==> src/hbp_consts.svh <==
// Purpose: shared constants of the host bus port (offsets, lanes, reset values)
// Assumes: included by bare name from every design file that needs it
// Notes: definitions only, no logic
`ifndef HBP_CONSTS_SVH
`define HBP_CONSTS_SVH

// ----------------------------------------------------------------------------
// register map (word index taken from register_select[2:1])
// ----------------------------------------------------------------------------
`define HBP_NUM_REGS 4
`define HBP_REG_W 16
`define HBP_IDX_W 2
`define HBP_TX_DATA_STATUS_IDX 2'h3

// ----------------------------------------------------------------------------
// byte lanes and byte enables
// ----------------------------------------------------------------------------
`define HBP_LANE_W 8
`define HBP_LO_LANE_LSB 0
`define HBP_HI_LANE_LSB 8
`define HBP_BE_LO 2'h1
`define HBP_BE_HI 2'h2
`define HBP_BE_WORD 2'h3
`define HBP_BE_NONE 2'h0

// ----------------------------------------------------------------------------
// reset values
// ----------------------------------------------------------------------------
`define HBP_REG_RESET 16'h0000
`define HBP_BUS_RESET 16'h0000
`define HBP_TBE_RESET 1'h0

`endif

==> src/hbp_pkg.sv <==
// Purpose: types shared by the host bus port modules
// Assumes: nothing beyond a SystemVerilog compiler
// Notes: used only through hbp_pkg::name
package hbp_pkg;

	// ------------------------------------------------------------------------
	// host control pins, carried together through the synchroniser
	// ------------------------------------------------------------------------
	typedef struct packed {
		logic [2:0] register_select;
		logic byte_sel;
		logic chip_enable;
		logic dir_write;
		logic bus_strobe;
		logic reset_req;
	} hbp_ctl_t;

	// ------------------------------------------------------------------------
	// one decoded access: word index and byte enables
	// ------------------------------------------------------------------------
	typedef struct packed {
		logic [1:0] idx;
		logic [1:0] be;
	} hbp_access_t;

	// ------------------------------------------------------------------------
	// strobe sequencer states
	// ------------------------------------------------------------------------
	typedef enum logic [1:0] {
		HBP_IDLE = 2'b00,
		HBP_READ = 2'b01,
		HBP_WRITE_END = 2'b10,
		HBP_IGNORE = 2'b11
	} hbp_state_t;

endpackage : hbp_pkg

==> src/hbp_pin_sync.sv <==
// Purpose: three-stage pin synchroniser with agreement filter
// Assumes: inputs are asynchronous to core_clk
// Notes: output moves only when stages two and three agree
`timescale 1ns/1ps
module hbp_pin_sync #(
	parameter int W = 8
) (
	// clock and reset
	input wire logic core_clk,
	input wire logic rstn,
	// pins in, settled levels out
	input wire logic [W-1:0] pin_in,
	output logic [W-1:0] level_q
);

	logic [W-1:0] s1_q;
	logic [W-1:0] s2_q;
	logic [W-1:0] s3_q;
	logic [W-1:0] agree;

	// a bit counts as changed once the last two stages hold the same value
	assign agree = ~(s2_q ^ s3_q);

	// s1 feeds s2 only, so metastability never reaches the filter
	always_ff @(posedge core_clk or negedge rstn)
	begin
		if (!rstn)
		begin
			s1_q <= '0;
			s2_q <= '0;
			s3_q <= '0;
			level_q <= '0;
		end
		else
		begin
			s1_q <= pin_in;
			s2_q <= s1_q;
			s3_q <= s2_q;
			level_q <= (s2_q & agree) | (level_q & ~agree);
		end
	end

endmodule : hbp_pin_sync

==> src/hbp_reg_bank.sv <==
// Purpose: the four 16-bit host registers with byte writes and registered read
// Assumes: one write per cycle at most, byte enables one per lane
// Notes: synchronous clear wipes every word to the reset value
`timescale 1ns/1ps
`include "hbp_consts.svh"
module hbp_reg_bank #(
	parameter int NUM = `HBP_NUM_REGS,
	parameter int DW = `HBP_REG_W,
	parameter int IW = `HBP_IDX_W
) (
	// clock and reset
	input wire logic core_clk,
	input wire logic rstn,
	input wire logic clr,
	// write side
	input wire logic wr_en,
	input wire logic [IW-1:0] wr_idx,
	input wire logic [1:0] wr_be,
	input wire logic [DW-1:0] wr_data,
	// read side
	input wire logic [IW-1:0] rd_idx,
	output logic [DW-1:0] rd_data_q,
	// whole contents for the serial core
	output logic [NUM*DW-1:0] regs_q
);

	localparam int LW = DW / 2;

	logic [DW-1:0] mem_q [NUM];

	// each word keeps its lanes unless addressed with the matching enable
	always_ff @(posedge core_clk or negedge rstn)
	begin
		if (!rstn)
		begin
			for (int i = 0; i < NUM; i++)
				mem_q[i] <= `HBP_REG_RESET;
		end
		else if (clr)
		begin
			for (int i = 0; i < NUM; i++)
				mem_q[i] <= `HBP_REG_RESET;
		end
		else if (wr_en)
		begin
			if (wr_be[0])
				mem_q[wr_idx][LW-1:0] <= wr_data[LW-1:0];
			if (wr_be[1])
				mem_q[wr_idx][DW-1:LW] <= wr_data[DW-1:LW];
		end
	end

	// read data comes from a register, one cycle after the index
	always_ff @(posedge core_clk or negedge rstn)
	begin
		if (!rstn)
			rd_data_q <= `HBP_REG_RESET;
		else
			rd_data_q <= clr ? `HBP_REG_RESET : mem_q[rd_idx];
	end

	// flatten for the core side
	always_comb
	begin
		for (int i = 0; i < NUM; i++)
			regs_q[i*DW +: DW] = mem_q[i];
	end

endmodule : hbp_reg_bank

==> src/hbp_host_port.sv <==
// Purpose: processor-side parallel bus port of the serial controller
// Assumes: host pins are asynchronous; tx_slot_free comes from core_clk logic
// Notes: data pins are split into in, out and enable; the pad ring resolves them
`timescale 1ns/1ps
`include "hbp_consts.svh"
module hbp_host_port #(
	parameter int DW = `HBP_REG_W,
	parameter int NUM = `HBP_NUM_REGS
) (
	// clock and reset
	input wire logic core_clk,
	input wire logic rstn,
	// host data pins, split into three signals each
	input wire logic [DW-1:0] host_data_lines_in,
	output logic [DW-1:0] host_data_lines_out,
	output logic [DW-1:0] host_data_lines_oe,
	// host control pins
	input wire logic [2:0] register_select,
	input wire logic byte_sel,
	input wire logic chip_enable,
	input wire logic rw_dir,
	input wire logic bus_strobe,
	input wire logic reset_pin,
	// transmit handshake pin
	output logic tx_buffer_empty,
	// serial core side
	input wire logic tx_slot_free,
	output logic [NUM*DW-1:0] reg_file_q,
	output logic host_wr_pulse_q,
	output logic host_rd_pulse_q,
	output hbp_pkg::hbp_access_t host_acc_q
);

	localparam int CW = $bits(hbp_pkg::hbp_ctl_t);

	// ------------------------------------------------------------------------
	// pin synchronisation
	// ------------------------------------------------------------------------

	hbp_pkg::hbp_ctl_t ctl_pins;
	hbp_pkg::hbp_ctl_t ctl;
	logic [DW-1:0] din;

	// control pins travel as one group so they settle together
	assign ctl_pins.register_select = register_select;
	assign ctl_pins.byte_sel = byte_sel;
	assign ctl_pins.chip_enable = chip_enable;
	assign ctl_pins.dir_write = rw_dir;
	assign ctl_pins.bus_strobe = bus_strobe;
	assign ctl_pins.reset_req = reset_pin;

	hbp_pin_sync #(
		.W(CW)
	) u_ctl_sync (
		.core_clk(core_clk),
		.rstn(rstn),
		.pin_in(ctl_pins),
		.level_q(ctl)
	);

	// data pins pass the same three stages, so they line up with the strobe
	hbp_pin_sync #(
		.W(DW)
	) u_data_sync (
		.core_clk(core_clk),
		.rstn(rstn),
		.pin_in(host_data_lines_in),
		.level_q(din)
	);

	// ------------------------------------------------------------------------
	// address and lane decode
	// ------------------------------------------------------------------------

	logic [1:0] word_idx;
	logic hi_byte;
	logic [1:0] acc_be;
	logic soft_reset;
	logic strobe_on;
	logic sel_on;
	logic wr_tx_reg;

	// word from the upper two select lines, byte from the lowest one
	assign word_idx = ctl.register_select[2:1];
	assign hi_byte = ctl.register_select[0];
	// byte mode enables one lane, word mode both
	assign acc_be = ctl.byte_sel ? (hi_byte ? `HBP_BE_HI : `HBP_BE_LO) : `HBP_BE_WORD;
	assign soft_reset = ctl.reset_req;
	assign strobe_on = ctl.bus_strobe;
	// enable must be high together with the strobe for any transfer
	assign sel_on = ctl.bus_strobe & ctl.chip_enable;

	// ------------------------------------------------------------------------
	// strobe sequencer
	// ------------------------------------------------------------------------

	hbp_pkg::hbp_state_t state_q;
	hbp_pkg::hbp_state_t state_d;
	logic wr_go;
	logic rd_go;

	// the strobe's leading edge is seen in idle; enable then decides its fate
	always_comb
	begin
		state_d = state_q;
		wr_go = 1'b0;
		rd_go = 1'b0;
		case (state_q)
			hbp_pkg::HBP_IDLE:
			begin
				if (strobe_on)
				begin
					if (!ctl.chip_enable)
						state_d = hbp_pkg::HBP_IGNORE;
					else if (ctl.dir_write)
					begin
						wr_go = 1'b1;
						state_d = hbp_pkg::HBP_WRITE_END;
					end
					else
					begin
						rd_go = 1'b1;
						state_d = hbp_pkg::HBP_READ;
					end
				end
			end
			hbp_pkg::HBP_READ:
			begin
				if (!sel_on)
					state_d = hbp_pkg::HBP_IDLE;
			end
			hbp_pkg::HBP_WRITE_END:
			begin
				// one write per strobe, however long it is held
				if (!strobe_on)
					state_d = hbp_pkg::HBP_IDLE;
			end
			hbp_pkg::HBP_IGNORE:
			begin
				// a late rise of enable must not turn this strobe into a transfer
				if (!strobe_on)
					state_d = hbp_pkg::HBP_IDLE;
			end
			default:
			begin
				state_d = hbp_pkg::HBP_IDLE;
			end
		endcase
	end

	// reset pin restarts the sequencer from idle
	always_ff @(posedge core_clk or negedge rstn)
	begin
		if (!rstn)
			state_q <= hbp_pkg::HBP_IDLE;
		else if (soft_reset)
			state_q <= hbp_pkg::HBP_IDLE;
		else
			state_q <= state_d;
	end

	// ------------------------------------------------------------------------
	// register bank
	// ------------------------------------------------------------------------

	logic [DW-1:0] rd_word;
	logic bank_wr;

	// the host's data, already settled, is taken at the strobe's start
	assign bank_wr = wr_go & ~soft_reset;
	assign wr_tx_reg = bank_wr & (word_idx == `HBP_TX_DATA_STATUS_IDX);

	hbp_reg_bank #(
		.NUM(NUM),
		.DW(DW),
		.IW(`HBP_IDX_W)
	) u_bank (
		.core_clk(core_clk),
		.rstn(rstn),
		.clr(soft_reset),
		.wr_en(bank_wr),
		.wr_idx(word_idx),
		.wr_be(acc_be),
		.wr_data(din),
		.rd_idx(word_idx),
		.rd_data_q(rd_word),
		.regs_q(reg_file_q)
	);

	// ------------------------------------------------------------------------
	// read drivers
	// ------------------------------------------------------------------------

	logic rd_active;
	logic rd_active_q;
	logic [1:0] rd_be_q;
	logic [DW-1:0] lane_oe;

	// drivers only in a read that began with enable high
	assign rd_active = (state_q == hbp_pkg::HBP_READ) & sel_on & ~soft_reset;
	// a byte read drives its own lane only, keeping the other free for wire-OR
	assign lane_oe = {{(DW/2){rd_be_q[1]}}, {(DW/2){rd_be_q[0]}}};

	// one stage of delay so the enable meets the registered read data
	always_ff @(posedge core_clk or negedge rstn)
	begin
		if (!rstn)
		begin
			rd_active_q <= 1'b0;
			rd_be_q <= `HBP_BE_NONE;
		end
		else
		begin
			rd_active_q <= rd_active;
			rd_be_q <= rd_active ? acc_be : `HBP_BE_NONE;
		end
	end

	// data on bits 7..0, control and status on 15..8, each at its own lane
	always_ff @(posedge core_clk or negedge rstn)
	begin
		if (!rstn)
		begin
			host_data_lines_out <= `HBP_BUS_RESET;
			host_data_lines_oe <= '0;
		end
		else if (rd_active_q & rd_active)
		begin
			host_data_lines_out <= rd_word & lane_oe;
			host_data_lines_oe <= lane_oe;
		end
		else
		begin
			host_data_lines_out <= `HBP_BUS_RESET;
			host_data_lines_oe <= '0;
		end
	end

	// ------------------------------------------------------------------------
	// transmit buffer empty
	// ------------------------------------------------------------------------

	logic tbe_d;

	// the core's free-slot pulse wins over a host write in the same cycle
	assign tbe_d = tx_slot_free ? 1'b1 : (wr_tx_reg ? 1'b0 : tx_buffer_empty);

	always_ff @(posedge core_clk or negedge rstn)
	begin
		if (!rstn)
			tx_buffer_empty <= `HBP_TBE_RESET;
		else if (soft_reset)
			tx_buffer_empty <= `HBP_TBE_RESET;
		else
			tx_buffer_empty <= tbe_d;
	end

	// ------------------------------------------------------------------------
	// access report to the serial core
	// ------------------------------------------------------------------------

	// one pulse per accepted strobe; the core uses reads to clear its own flags
	always_ff @(posedge core_clk or negedge rstn)
	begin
		if (!rstn)
		begin
			host_wr_pulse_q <= 1'b0;
			host_rd_pulse_q <= 1'b0;
			host_acc_q <= '0;
		end
		else
		begin
			host_wr_pulse_q <= bank_wr;
			host_rd_pulse_q <= rd_go & ~soft_reset;
			if ((wr_go | rd_go) & ~soft_reset)
			begin
				host_acc_q.idx <= word_idx;
				host_acc_q.be <= acc_be;
			end
			else if (soft_reset)
				host_acc_q <= '0;
		end
	end

endmodule : hbp_host_port

==> config.mk <==
export PLATFORM = sky130hd
export DESIGN_NAME = hbp_host_port
export DESIGN_NICKNAME = d
export VERILOG_FILES = /design/src/hbp_pkg.sv /design/src/hbp_pin_sync.sv /design/src/hbp_reg_bank.sv /design/src/hbp_host_port.sv
export VERILOG_INCLUDE_DIRS = /design/src
export SDC_FILE = /design/constraint.sdc
export NUM_CORES = 1
export LEC_CHECK = 0
export BUFFER_PORTS_ARGS = -buffer_cell sky130_fd_sc_hd__buf_4
export CAP_MARGIN = 20
export CORE_MARGIN = 10
export CORE_UTILIZATION = 48
export CTS_CLUSTER_DIAMETER = 150
export DETAILED_ROUTE_END_ITERATION = 8
export PLACE_DENSITY = 0.79
export REMOVE_ABC_BUFFERS = 1
export SLEW_MARGIN = 20
export SYNTH_ARGS = -nofsm -noshare
export SYNTH_HDL_FRONTEND = slang
export SYNTH_HIERARCHICAL = 1
export SYNTH_SLANG_ARGS = --single-unit
==> constraint.sdc <==
create_clock -name core_clk -period 6.3 [get_ports core_clk]
set_input_delay 0.315 -clock core_clk [delete_from_list [all_inputs] [get_ports core_clk]]
set_output_delay 0.315 -clock core_clk [all_outputs]
set_load 0.01 [all_outputs]
==> results.md <==
- Status: complete, no violations
- Peak VDD IR: 0.0001660 V
- Fillers: 1184
- RSZ-0062 raised after global routing: false
- Ant diodes: 0
- R2R depth: 5
- CTS root buffer: clkbuf_16
- Reg clk slew, reported paths: around 0.06 ns
- Setup violations, final: 0
- Final Cycle Share: 0.4949
- Average vias per placed instance: 5.066
- Clock network fraction of total power: 0.440
- Routed WL: 17350 um
- Area grow syn2layout: 25.32%
- Slew margin rel.: 0.1978
- Nets: between 600 and 700
- First-pass GRT wire length: 27820 um
- Layout Skew: 0.01043 ns
- Vias: between 4000 and 5000
- Largest net degree at the start of global routing: between 100 and 150
- Max_cap viols: 0
- Met3 usage: 0.04853
- Sequential Area: between 5000 and 6000 sq um
- WL/cell: between 15 and 20 um
- Syn Area/Cell: 14.89 sq um
- Critical Path RT: 6.69 ns
- Met2 Track Usage GR: 0.2708
- Post-DRT Antenna Nets: 0
- Critical Path Sink Type: flop
- Worst hold path class: input pin to flop
- Initial DRC count: 280
- Top Usage Layer GRT: met2
- Core Area: 15830 sq um
- Switching pwr: between 600 and 700 uW
- Sink Count: 206
- Crit path DAT: 3.51 ns
- Max Slew Vio Count: 0
- Hold Crit Endpoint: tx_buffer_empty$_DFFE_PN0P_
- Residual DRC: 0
- Grt total ovfl: 0
- PD cells: 295.5 nW/um^2
- Synthesized flop and latch total: 206
- Switching share of power: 0.2238
- Mapped cell area: 7727 sq um
- Mapped Cells: 519
- Crit Path Max Fanout: 87
- P_leak: roughly 4.9 nW
- HP Start: tx_slot_free
- Hold depth: 3
- Buffer depth of the longest clock path: 3
- Initial Util: 0.4882
- Hold Slack: 0.2046 ns
- Chip width: 146.9 um
- Port Buf Inserts: 129
- Vias in the first global route: 4959
- Ratio of cells with drive above 1 in the final layout: 0.3065
- Sequential share of power: 0.501
- Internal power: 2.221 mW
- Final core occ: 0.6119
- H-tree depth: 1
- Multi-input gate area: 2276 sq um
- Reg2Reg Setup Slack: 3.18 ns
- Crit start category: flop
- Final setup margin: 3.182 ns
- Gp weighted congestion: 0.7885
- Hpwl dp: 11120 um
- Achievable frequency: 320.8 MHz
- GR met1 Demand/Resource: 0.1919
- Initial antenna violation count: 0
- Synth cell types: 30
- Final min period: about 3.1 ns
- GR Util All Layers: 0.1590
- Post-CTS resize count: 0
- Yosys warns: 6
- Ports: 130
- Drt pass-1 iters: 4
- Final Hold Fails: 0
- Die height: about 150 um
- Row cnt: 46
- TritonCTS Buffers: 22
- Slew of the pin with the lowest slew margin: 1.203 ns
- TNS Setup: 0 ns
- DP Worst Slack: 3.124 ns
- RR Endpoint: u_bank/regs_q[18]$_DFFE_PN0P_
- Seq/Total Area, Yosys: 0.6671
- CTS tree: yes
- Combinational power share: 0.059
- DIE AREA: about 22000 sq um
- Setup Crit Path Kind: flop to flop
- Worst skew pair latency: 0.49 ns
[placed cells by master (no fill, tap or decap), types with 4 or more instances in the layout]
cell type      count
clkbuf_16         23
maj3_2            24
dfrtp_1          204
and2_1             4
and3_1            18
clkbuf_8           8
mux2i_1           96
dlygate4sd3_1     25
o22ai_2           10
clkinv_2           5
nand4b_1           4
buf_4            128
o22ai_1            6
a22o_1             4
nand2b_1          83
[metal layers]
| metal | wire (um) | vias to the layer above |
|---|---|---|
| met3 | 1127 | 28 |
| li1 | - | 2039 |
| met2 | 8770 | 124 |
| met5 | 0 | - |
| met1 | 7163 | 2308 |
| met4 | 293 | 0 |
[repair_timing]
action | in CTS | in global routing
endpoints found under the hold margin | 148 | 0
endpoints found under the setup margin | 0 | 0
hold buffers | 25 | 0
setup buffers | 0 | 0
[cells in the mapped netlist (all sizes together)]
master	number	area, sq um
a211oi	1	7.510
a21oi	3	15.01
a22o	4	35.03
a31oi	1	6.260
and2	4	25.02
and2b	1	7.510
and3	18	112.6
and4b	1	10.01
and4bb	3	37.54
buf	34	257.8
clkbuf	8	31.28
dfrtp	206	5155
inv	2	7.510
maj3	24	270.3
mux2i	96	960.9
nand2	2	7.510
nand2b	83	519.3
nand4	2	25.02
nand4b	4	35.03
nor2	2	7.510
nor2b	1	6.260
o21a	1	7.510
o221a	1	11.26
o22ai	16	162.7
or2	1	6.260
[worst max-delay path by stage]
stage | endpoint | from
floorplan | u_bank/regs_q[32]$_DFFE_PN0P_ | flop
global placement | u_bank/regs_q[17]$_DFFE_PN0P_ | flop
detailed placement | u_bank/regs_q[37]$_DFFE_PN0P_ | flop
CTS | u_bank/regs_q[37]$_DFFE_PN0P_ | flop
global route | u_bank/regs_q[36]$_DFFE_PN0P_ | flop
finish | u_bank/regs_q[18]$_DFFE_PN0P_ | flop
[stage by stage]
stage / power [mW] / cells / cell area (sq um)
final: 2.862 / 888 / 9684
after global routing: 2.973 / 888 / 9684
after CTS: 2.893 / 888 / 9676
after detailed placement: 1.613 / 823 / 8695
after global placement: 1.603 / 823 / 8695
after floorplan: 1.523 / 477 / 7438
[power groups by stage]
stage | sequential, mW | clock, mW | combinational [mW]
after floorplan | 1.44 | 0 | 0.0843
after global placement | 1.45 | 0 | 0.151
after detailed placement | 1.46 | 0 | 0.158
after CTS | 1.43 | 1.29 | 0.171
after global routing | 1.44 | 1.35 | 0.182
final | 1.43 | 1.26 | 0.168
[critical path, cell delays in order (launching register included)]
cell      delay (ns)
dfrtp_4         0.73
and4bb_1        0.45
nor2b_1         0.41
and2_1          0.41
nand4b_1        0.61
mux2i_1         0.37
[layout make-up]
type                    count  share of cell area
repair buffers            155              0.1278
flip-flops and latches    206              0.5331
inverters                   2           0.0007752
clock inverters             6            0.003488
multi-input cells         269              0.2350
clock buffers              34             0.07196
well taps                 216             0.02791
[cells by family after synthesis]
logic type / synth area share
simple gates: 0.1035
compound gates: 0.03174
mux: 0.1244
flops: 0.6671
buf+inv: 0.03838
fa+ha+maj: 0.03497
Power figures use the tool's default switching activity.
